### src/gpec_pkg.sv
/*
 * Constants, register map, field positions and state encoding for the
 * gated pulse event counter.
 * Assumes a 50 MHz bus clock and a 32-bit AHB-Lite register slave.
 */
`default_nettype none
package gpec_pkg;
    // ------------------------------------------------------------------
    // clock and gate timing
    // ------------------------------------------------------------------
    localparam int unsigned CLK_PERIOD_NS = 20;
    localparam int unsigned GATE_UNIT_NS  = 3906300;               // 3.9063 ms unit count
    localparam int unsigned GATE_UNIT_CYC = GATE_UNIT_NS / CLK_PERIOD_NS;
    localparam int unsigned UNIT_W        = 18;
    localparam logic [1:0]  ARM_LAST      = 2'h1;                  // two cycles of restart delay
    localparam logic [1:0]  FILT_LAST     = 2'h2;                  // three stable cycles to pass
    localparam logic [15:0] COUNT_MAX     = 16'hFFFF;
    localparam logic [15:0] COUNT_ZERO    = 16'h0000;

    // ------------------------------------------------------------------
    // register map, byte offsets
    // ------------------------------------------------------------------
    localparam logic [7:0] OFS_CTRL  = 8'h00;
    localparam logic [7:0] OFS_TIM   = 8'h04;
    localparam logic [7:0] OFS_RES_H = 8'h08;
    localparam logic [7:0] OFS_RES_L = 8'h0C;

    // control and status fields
    localparam int unsigned BIT_CEN  = 7;
    localparam int unsigned BIT_DIE  = 6;
    localparam int unsigned BIT_WIE  = 5;
    localparam int unsigned BIT_DF   = 4;
    localparam int unsigned BIT_WF   = 3;
    localparam int unsigned BIT_DCLR = 2;
    localparam int unsigned BIT_WCLR = 1;
    localparam int unsigned MEAS_LSB  = 0;
    localparam int unsigned PAUSE_LSB = 4;
    localparam logic [7:0] TIM_RST   = 8'h00;

    // ahb encodings
    localparam logic [1:0] HTRANS_NONSEQ = 2'h2;
    localparam logic       HRESP_OKAY    = 1'b0;

    typedef enum logic [3:0] {
        ST_IDLE  = 4'b0001,
        ST_ARM   = 4'b0010,
        ST_MEAS  = 4'b0100,
        ST_PAUSE = 4'b1000
    } gpec_state_e;
endpackage
`default_nettype wire

### src/gpec_evt_if.sv
/*
 * Carrier between the counter core and its spike filter.
 * Assumes both ends share hclk.
 */
`timescale 1ns/10ps
`default_nettype none
interface gpec_evt_if;
    logic gated_in;   // pulse pin anded with internal gate
    logic event_p;    // one cycle per filtered rising edge
    modport core (output gated_in, input event_p);
    modport filt (input gated_in, output event_p);
endinterface
`default_nettype wire

### src/gpec_spike_filter.sv
/*
 * Spike filter and rising edge detector for the gated pulse.
 * Assumes gated_in is already synchronous to hclk.
 */
`timescale 1ns/10ps
`default_nettype none
module gpec_spike_filter (
    input  wire logic      hclk,     // bus clock
    input  wire logic      hresetn,  // async reset, low
    gpec_evt_if.filt       evt       // gated pulse in, event out
);
    logic       filt_q;
    logic [1:0] run_q;
    logic       ev_q;

    assign evt.event_p = ev_q;

    // ------------------------------------------------------------------
    // filter: a level must hold three cycles before it passes
    // ------------------------------------------------------------------
    always_ff @(posedge hclk or negedge hresetn) begin
        if (!hresetn) begin
            filt_q <= 1'b0;
            run_q  <= 2'h0;
            ev_q   <= 1'b0;
        end else begin
            ev_q <= 1'b0;
            if (evt.gated_in == filt_q) begin
                run_q <= 2'h0;
            end else if (run_q == gpec_pkg::FILT_LAST) begin
                run_q  <= 2'h0;
                filt_q <= evt.gated_in;
                ev_q   <= evt.gated_in;
            end else begin
                run_q <= run_q + 2'h1;
            end
        end
    end
endmodule
`default_nettype wire

### src/gpec_counter.sv
/*
 * Gated pulse event counter with AHB-Lite register slave.
 * Assumes one AHB-Lite master, single word transfers, pulse pin asynchronous.
 */
// Operation
// - with count enable set, measurements repeat with the gate low time between them; clearing it stops.
// - writing the timing register aborts the measurement and restarts with new values.
// - low timing nibble times unit count sets gate high time.
// - high timing nibble times unit count sets gate low time.
// - counter input is pulse pin anded with internal gate.
// - each rising edge of gated input adds one to the count.
// - spike filter drops gated pulses too narrow to detect.
// - after a timing write, gate rises on the fourth cycle of that write.
// - result cleared at internal gate rise; external gate rises two cycles later.
// - gate high starts on setting count enable, on timing write or when wait time expires.
// - every window keeps the same length until timing register changes.
// - done flag set at falling edge of gate.
// - writing one to done clear strobe clears done flag; strobe reads zero.
// - writing one to wrap clear strobe clears wrap flag; strobe reads zero.
// - both flags clear at the start of every measurement.
// - count past 65535 sets wrap flag and continues from zero.
// - wrap interrupt only when wrap flag and its enable are set.
// - done interrupt only when done flag and its enable are set.
// - counter runs in wait mode; enabled interrupts wake the processor.
// - in stop mode the counter is disabled.
// - while gate is low, result holds last completed count.
`timescale 1ns/10ps
`default_nettype none
module gpec_counter #(
    parameter int unsigned UNIT_CYCLES = gpec_pkg::GATE_UNIT_CYC  // cycles per gate unit
) (
    input  wire logic        hclk,             // bus clock, 50 MHz
    input  wire logic        hresetn,          // async reset, low
    input  wire logic        hsel,             // slave select
    input  wire logic [31:0] haddr,            // byte address
    input  wire logic [1:0]  htrans,           // transfer type
    input  wire logic        hwrite,           // write when high
    input  wire logic [2:0]  hsize,            // transfer size
    input  wire logic [31:0] hwdata,           // write data
    input  wire logic        hready,           // bus ready
    output logic             hreadyout,        // slave ready
    output logic             hresp,            // always okay
    output logic [31:0]      hrdata,           // read data
    input  wire logic        pulse_input_pin,  // external pulse source
    input  wire logic        stop_mode,        // processor in stop mode
    output logic             gate_out,         // external gate
    output logic             count_done_irq,   // done interrupt request
    output logic             wrap_irq,         // wrap interrupt request
    output logic             wake_req          // wakeup from wait mode
);
    // ------------------------------------------------------------------
    // state
    // ------------------------------------------------------------------
    gpec_pkg::gpec_state_e state_q;
    logic [1:0]              arm_q;
    logic [gpec_pkg::UNIT_W-1:0] unit_q;
    logic [3:0]              step_q;
    logic [7:0]              timing_q;
    logic                    count_enable_q;
    logic                    done_irq_enable_q;
    logic                    wrap_irq_enable_q;
    logic                    done_flag_q;
    logic                    wrap_flag_q;
    logic [15:0]             count_q;
    logic                    pin_s1_q;
    logic                    pin_s2_q;
    logic                    gate_d1_q;
    logic                    gate_out_q;
    logic                    done_irq_q;
    logic                    wrap_irq_q;
    logic                    wake_q;
    logic                    wr_pend_q;
    logic [7:0]              addr_q;
    logic [31:0]             hrdata_q;
    logic                    hreadyout_q;
    logic                    hresp_q;

    logic       run;
    logic       gate_int;
    logic       ctrl_wr;
    logic       tim_wr;
    logic       unit_last;
    logic [3:0] meas_nib;
    logic [3:0] pause_nib;
    logic       meas_start;
    logic       meas_end;
    logic       pause_end;
    logic       count_ev;
    logic       wrap_ev;
    logic       rd_req;

    gpec_evt_if evt ();

    assign hreadyout      = hreadyout_q;
    assign hresp          = hresp_q;
    assign hrdata         = hrdata_q;
    assign gate_out       = gate_out_q;
    assign count_done_irq = done_irq_q;
    assign wrap_irq       = wrap_irq_q;
    assign wake_req       = wake_q;

    // ------------------------------------------------------------------
    // ahb-lite slave, zero wait states
    // ------------------------------------------------------------------
    assign rd_req  = hsel && hready && (htrans == gpec_pkg::HTRANS_NONSEQ) && !hwrite;
    assign ctrl_wr = wr_pend_q && (addr_q == gpec_pkg::OFS_CTRL);
    assign tim_wr  = wr_pend_q && (addr_q == gpec_pkg::OFS_TIM);

    always_ff @(posedge hclk or negedge hresetn) begin
        if (!hresetn) begin
            wr_pend_q   <= 1'b0;
            addr_q      <= 8'h00;
            hreadyout_q <= 1'b1;
            hresp_q     <= gpec_pkg::HRESP_OKAY;
        end else begin
            hreadyout_q <= 1'b1;
            hresp_q     <= gpec_pkg::HRESP_OKAY;
            if (hready) begin
                wr_pend_q <= hsel && (htrans == gpec_pkg::HTRANS_NONSEQ) && hwrite;
                addr_q    <= haddr[7:0];
            end
        end
    end

    // read data is fetched in the address phase so it can leave a flop
    always_ff @(posedge hclk or negedge hresetn) begin
        if (!hresetn) begin
            hrdata_q <= 32'h0000_0000;
        end else if (rd_req) begin
            case (haddr[7:0])
                gpec_pkg::OFS_CTRL:  hrdata_q <= {24'h00_0000, count_enable_q, done_irq_enable_q,
                                                  wrap_irq_enable_q, done_flag_q, wrap_flag_q,
                                                  3'h0};
                gpec_pkg::OFS_TIM:   hrdata_q <= {24'h00_0000, timing_q};
                gpec_pkg::OFS_RES_H: hrdata_q <= {24'h00_0000, count_q[15:8]};
                gpec_pkg::OFS_RES_L: hrdata_q <= {24'h00_0000, count_q[7:0]};
                default:             hrdata_q <= 32'h0000_0000;
            endcase
        end else begin
            hrdata_q <= 32'h0000_0000;
        end
    end

    // ------------------------------------------------------------------
    // control and timing registers
    // ------------------------------------------------------------------
    always_ff @(posedge hclk or negedge hresetn) begin
        if (!hresetn) begin
            count_enable_q    <= 1'b0;
            done_irq_enable_q <= 1'b0;
            wrap_irq_enable_q <= 1'b0;
        end else if (ctrl_wr) begin
            count_enable_q    <= hwdata[gpec_pkg::BIT_CEN];
            done_irq_enable_q <= hwdata[gpec_pkg::BIT_DIE];
            wrap_irq_enable_q <= hwdata[gpec_pkg::BIT_WIE];
        end
    end

    always_ff @(posedge hclk or negedge hresetn) begin
        if (!hresetn) begin
            timing_q <= gpec_pkg::TIM_RST;
        end else if (tim_wr) begin
            timing_q <= hwdata[7:0];
        end
    end

    // ------------------------------------------------------------------
    // gate sequencer
    // ------------------------------------------------------------------
    assign run       = count_enable_q && !stop_mode;
    assign gate_int  = (state_q == gpec_pkg::ST_MEAS);
    assign meas_nib  = timing_q[gpec_pkg::MEAS_LSB +: 4];
    assign pause_nib = timing_q[gpec_pkg::PAUSE_LSB +: 4];
    assign unit_last = (unit_q == gpec_pkg::UNIT_W'(UNIT_CYCLES - 1));
    // nibble zero ends its phase at once: a one-cycle gate, or a one-cycle pause
    assign pause_end = (pause_nib == 4'h0) || (unit_last && (step_q == pause_nib - 4'h1));
    assign meas_start = run && !tim_wr &&
                        ((state_q == gpec_pkg::ST_IDLE) ||
                         ((state_q == gpec_pkg::ST_ARM) && (arm_q == 2'h0)) ||
                         ((state_q == gpec_pkg::ST_PAUSE) && pause_end));
    assign meas_end  = run && !tim_wr && gate_int &&
                       ((meas_nib == 4'h0) || (unit_last && (step_q == meas_nib - 4'h1)));

    always_ff @(posedge hclk or negedge hresetn) begin
        if (!hresetn) begin
            state_q <= gpec_pkg::ST_IDLE;
            arm_q   <= 2'h0;
        end else if (!run) begin
            state_q <= gpec_pkg::ST_IDLE;
        end else if (tim_wr) begin
            state_q <= gpec_pkg::ST_ARM;
            arm_q   <= gpec_pkg::ARM_LAST;
        end else begin
            case (state_q)
                gpec_pkg::ST_IDLE:  state_q <= gpec_pkg::ST_MEAS;
                gpec_pkg::ST_ARM: begin
                    if (arm_q == 2'h0) begin
                        state_q <= gpec_pkg::ST_MEAS;
                    end else begin
                        arm_q <= arm_q - 2'h1;
                    end
                end
                gpec_pkg::ST_MEAS: begin
                    if (meas_end) begin
                        state_q <= gpec_pkg::ST_PAUSE;
                    end
                end
                gpec_pkg::ST_PAUSE: begin
                    if (pause_end) begin
                        state_q <= gpec_pkg::ST_MEAS;
                    end
                end
                default: state_q <= gpec_pkg::ST_IDLE;
            endcase
        end
    end

    // unit and step timers restart on every phase change
    always_ff @(posedge hclk or negedge hresetn) begin
        if (!hresetn) begin
            unit_q <= '0;
            step_q <= 4'h0;
        end else if (!run || tim_wr || meas_start || meas_end ||
                     !(gate_int || (state_q == gpec_pkg::ST_PAUSE))) begin
            unit_q <= '0;
            step_q <= 4'h0;
        end else if (unit_last) begin
            unit_q <= '0;
            step_q <= step_q + 4'h1;
        end else begin
            unit_q <= unit_q + gpec_pkg::UNIT_W'(1);
        end
    end

    // external gate trails the internal one by two cycles
    always_ff @(posedge hclk or negedge hresetn) begin
        if (!hresetn) begin
            gate_d1_q  <= 1'b0;
            gate_out_q <= 1'b0;
        end else begin
            gate_d1_q  <= gate_int;
            gate_out_q <= gate_d1_q;
        end
    end

    // ------------------------------------------------------------------
    // pulse input path
    // ------------------------------------------------------------------
    always_ff @(posedge hclk or negedge hresetn) begin
        if (!hresetn) begin
            pin_s1_q <= 1'b0;
            pin_s2_q <= 1'b0;
        end else begin
            pin_s1_q <= pulse_input_pin;
            pin_s2_q <= pin_s1_q;
        end
    end

    assign evt.gated_in = pin_s2_q && gate_int;

    gpec_spike_filter u_filter (
        .hclk    (hclk),
        .hresetn (hresetn),
        .evt     (evt)
    );

    // events trailing the gate through the filter are dropped so the
    // result stays frozen once the window closes
    assign count_ev = evt.event_p && gate_int && !tim_wr && run;
    assign wrap_ev  = count_ev && (count_q == gpec_pkg::COUNT_MAX);

    // ------------------------------------------------------------------
    // event count and flags
    // ------------------------------------------------------------------
    always_ff @(posedge hclk or negedge hresetn) begin
        if (!hresetn) begin
            count_q <= gpec_pkg::COUNT_ZERO;
        end else if (meas_start) begin
            count_q <= gpec_pkg::COUNT_ZERO;
        end else if (count_ev) begin
            count_q <= count_q + 16'h0001;
        end
    end

    // hardware set wins over a clear in the same cycle
    always_ff @(posedge hclk or negedge hresetn) begin
        if (!hresetn) begin
            done_flag_q <= 1'b0;
        end else if (meas_end) begin
            done_flag_q <= 1'b1;
        end else if (meas_start) begin
            done_flag_q <= 1'b0;
        end else if (ctrl_wr && hwdata[gpec_pkg::BIT_DCLR]) begin
            done_flag_q <= 1'b0;
        end
    end

    always_ff @(posedge hclk or negedge hresetn) begin
        if (!hresetn) begin
            wrap_flag_q <= 1'b0;
        end else if (wrap_ev) begin
            wrap_flag_q <= 1'b1;
        end else if (meas_start) begin
            wrap_flag_q <= 1'b0;
        end else if (ctrl_wr && hwdata[gpec_pkg::BIT_WCLR]) begin
            wrap_flag_q <= 1'b0;
        end
    end

    // ------------------------------------------------------------------
    // interrupt requests and wakeup
    // ------------------------------------------------------------------
    always_ff @(posedge hclk or negedge hresetn) begin
        if (!hresetn) begin
            done_irq_q <= 1'b0;
            wrap_irq_q <= 1'b0;
            wake_q     <= 1'b0;
        end else begin
            done_irq_q <= done_flag_q && done_irq_enable_q;
            wrap_irq_q <= wrap_flag_q && wrap_irq_enable_q;
            wake_q     <= (done_flag_q && done_irq_enable_q) ||
                          (wrap_flag_q && wrap_irq_enable_q);
        end
    end
endmodule
`default_nettype wire

### config.mk
export PLATFORM = sky130hd
export DESIGN_NAME = gpec_counter
export DESIGN_NICKNAME = d
export VERILOG_FILES = /design/src/gpec_pkg.sv /design/src/gpec_evt_if.sv /design/src/gpec_spike_filter.sv /design/src/gpec_counter.sv
export SDC_FILE = /design/constraint.sdc
export NUM_CORES = 1
export LEC_CHECK = 0
export ABC_AREA = 1
export ABC_CLOCK_PERIOD_IN_PS = 1850
export BUFFER_PORTS_ARGS = -buffer_cell sky130_fd_sc_hd__buf_4
export CAP_MARGIN = 20
export CORE_ASPECT_RATIO = 1.5
export CORE_MARGIN = 1.5
export CORE_UTILIZATION = 45
export CTS_CLUSTER_SIZE = 8
export DETAILED_ROUTE_END_ITERATION = 10
export PLACE_DENSITY_LB_ADDON = 0.2
export SKIP_CTS_REPAIR_TIMING = 1
export SYNTH_ARGS = -nofsm -noshare
export SYNTH_HDL_FRONTEND = slang
export SYNTH_HIERARCHICAL = 1
export SYNTH_SLANG_ARGS = --single-unit
export TNS_END_PERCENT = 10
### constraint.sdc
create_clock -name hclk -period 1.85 [get_ports hclk]
set_input_delay 0.185 -clock hclk [delete_from_list [all_inputs] [get_ports hclk]]
set_output_delay 0.185 -clock hclk [all_outputs]
set_load 0.005 [all_outputs]
==> results.md <==
- Sequential element share of the synthesized area: 44.24%
- Clk root buf: clkbuf_16
- Switching power: 0.001001 W
- Register area: 2128 µm²
- Status: complete, no violations
- CTS tree: built
- # diodes: 0
- PortBufs: 36
- Placed cells: 827
- Max Cap Viol: 0
- Post-Synth XOR/XNOR Area: 2.731%
- Area leader, netlist: dfrtp_1
- Final Hold Viols: 0
- Dpl cell area: 5324 µm²
- DIE WIDTH: 87.42 µm
- Core ar.: 10480 µm²
- P&R area growth vs syn: 21.27%
- Peak Freq: 545.0 MHz
- Kind of end point of the critical path: flop
- Largest cells by area after synthesis: dfrtp_1 44%, nand2_1 11%, inv_1 7.7%, nor2_1 6.4%, nand3_1 5.1%
- DR vias: 4157
- WL/cell: 13.16 µm
- CTS Buf Count: 9
- First-pass GRT wire length: 18.25 mm
- Share of the synthesized area in the top cell type: 43.69%
- Syn_area_per_cell: 7.636 µm²
- Cell variety after synth: 40
- Layout filler cell count: 1021
- Compound-gate portion of the synthesized area: 5.826%
- CP Class: reg -> reg
- HP Class: in -> reg
- Synth Instances: 630
- Worst skew pair latency: 0.35 ns
- Vias in the first global route: 4104
- Total GRT Usage: 20.74%
- Combinational group share of total power: 9.3%
- GRT Residual Overflow: 0
- Post-Route WL: 11.16 mm
- Multi-input logic area: 2242 µm²
- Most common cell after layout, fill and taps aside: nand2_1
- Initial Util: 45.93%
- Synth Flop Type: dfrtp_1
- Die ar.: 11330 µm²
- Worst Path Arrival: 2.07 ns
- YS warnings: 6
- Minimum clock period: 1.835 ns
- Initial antenna violation count: 0
- Non-filler cells in the finished layout: 848
- Hold Path Origin: hwdata[3]
- Post-synth EDFFs: 0
- Largest net degree at the start of global routing: 42
- Final nets: 783
- Crit path from: unit_q[0]
- Clock power share: 43.8%
- Final Max Slew Viols: 0
- Design Area, Final: 5834 µm²
- Setup Skew: 0.01014 ns
- Final Cycle Share: 99.18%
- DR iter-0 viols: 192
- VDD IR max: 469.7 µV
- CP required: 2.08 ns
- Drt drc: 0
- Layout cells sized above 1: 20.03%
- Flop and latch count out of synthesis: 85
- Final core utilization: 55.70%
- RSZ-0062 raised after global routing: true
- Setup tns final: 0 ns
- Reg power frac: 46.9%
- Post-Synth Adder-Cell Area: 1.821%
- RR Startpoint: unit_q[0]
- RD Place Congestion: 0.9453
- CP Launch Type: flop
- P per Cell Area: 709.8 nW/µm²
- Asr flop ratio synth: 100.0%
- ANT nets after route: 0
- Combinational family with the most area after synthesis: simple AND/OR/NAND/NOR gates
- IO Pins: 114
- Multiplexer share of the synthesized area: 0.4681%
- Switching share of power: 24.17%
- Internal power: 0.003140 W
- Clock Sink Count: 85
- Die extent in y: 129.6 µm
- Total leakage power: 2.908 nW
- Simple-gate share of the synthesized area: 31.16%
- Clock slew at reported path FFs: 0.06 ns
- Most frequent cells in the layout: 136 x nand2_1, 93 x inv_1, 84 x dfrtp_1
- Total power draw: 0.004141 W
- Final Setup Violations: 0
- Drt first pass iters: 4
- Netlist Area Pre-Place: 4811 µm²
- Clock Path Buffers: 2
- Final HPWL DP: 8.303 mm
- Vias per cell: 4.902
- Worst Path Max Fanout: 6
- Rows: 46
- H-tree levels: 3
[sequential cells by signal, summed over array words and instances (netlist names), 2 cells and up]
register and flops:
addr_q 8, arm_q 2, count_q 16, hrdata 8, state_q 4, step_q 4
timing_q 8, u_filter/run_q 2, unit_q 18
[worst paths after layout]
kind                                     end  slack [ns]  cells past startpoint
min in group asynchronous  u_filter/run_q[1]        0.26                      2
max                                unit_q[4]        0.02                     10
min                              timing_q[3]        0.06                      3
max reg2reg                        unit_q[4]        0.02                     10
max in group asynchronous        count_q[10]        0.97                      3
min reg2reg                         pin_s2_q        0.35                      0
[final cells by class]
type / count / share of cell area, %
Clock inverter: 5 / 1.051
Inverter: 102 / 6.841
Clock buffer: 10 / 4.096
Timing Repair Buffer: 71 / 10.01
Sequential cell: 85 / 36.48
Tap cell: 144 / 3.088
Multi-Input combinational cell: 431 / 38.43
[power by group through the flow]
stage	Combinational (W)	Clock (W)	Sequential [W]
after global routing	0.000443	0.00192	0.00195
after detailed placement	0.000338	0	0.00197
after CTS	0.000339	0.00186	0.00194
final	0.000387	0.00181	0.00194
after global placement	0.000329	0	0.00197
after floorplan	0.000238	0	0.00197
[critical path, cell delays in order (launching register included)]
cell	delay, ns
dfrtp_1	0.40
inv_2	0.09
ha_4	0.16
nand3_4	0.08
nor4_4	0.37
nand2_1	0.14
nand3_2	0.10
nand2_2	0.06
inv_4	0.11
clkbuf_16	0.17
nor2_1	0.04
[cells by family (layout without fill, tap and decap cells)]
family,Yosys count,in the layout
and+or+nand+nor,334,334
buffers and inverters,138,188
DFF,85,85
AOI/OAI and AO/OA,47,47
xor gates and xnor gates,15,15
adders and majority gates,7,7
other,2,26
muxes,2,2
[per-layer routing]
metal	up-vias	track usage (%)	share of wire [%]
met2	99	38.28	54
li1	2079	-	-
met1	1953	22.15	39
met5	-	0	0
met4	0	9.711	3.2
met3	26	4.268	3.5
[metrics by stage]
step | setup slack, ns | hold slack [ns]
floorplan | 0.1655 | -0.1106
global placement | -0.009795 | 0.07281
detailed placement | -0.02536 | 0.07505
CTS | -0.04129 | -0.2913
global route | -0.1258 | 0.07646
finish | 0.01520 | 0.05615
[synth_stat cells (2+ instances only)]
| library cell | instances |
|---|---|
| nor3_1 | 11 |
| xnor2_1 | 2 |
| nand3_1 | 49 |
| buf_6 | 2 |
| nand4_1 | 20 |
| buf_4 | 27 |
| or2_2 | 6 |
| a21oi_1 | 3 |
| nor2_1 | 82 |
| nor2_2 | 13 |
| o21bai_1 | 2 |
| nand2_4 | 2 |
| dfrtp_1 | 84 |
| conb_1 | 2 |
| nor4_1 | 5 |
| xor2_1 | 13 |
| inv_1 | 99 |
| nand2_2 | 2 |
| mux2_2 | 2 |
| clkbuf_1 | 4 |
| o21ai_0 | 25 |
| ha_1 | 7 |
| o22ai_1 | 6 |
| o221ai_1 | 3 |
| o211ai_1 | 2 |
| nand2_1 | 138 |
| a211oi_1 | 5 |
| inv_2 | 2 |
(Power assumes the default switching activity.)
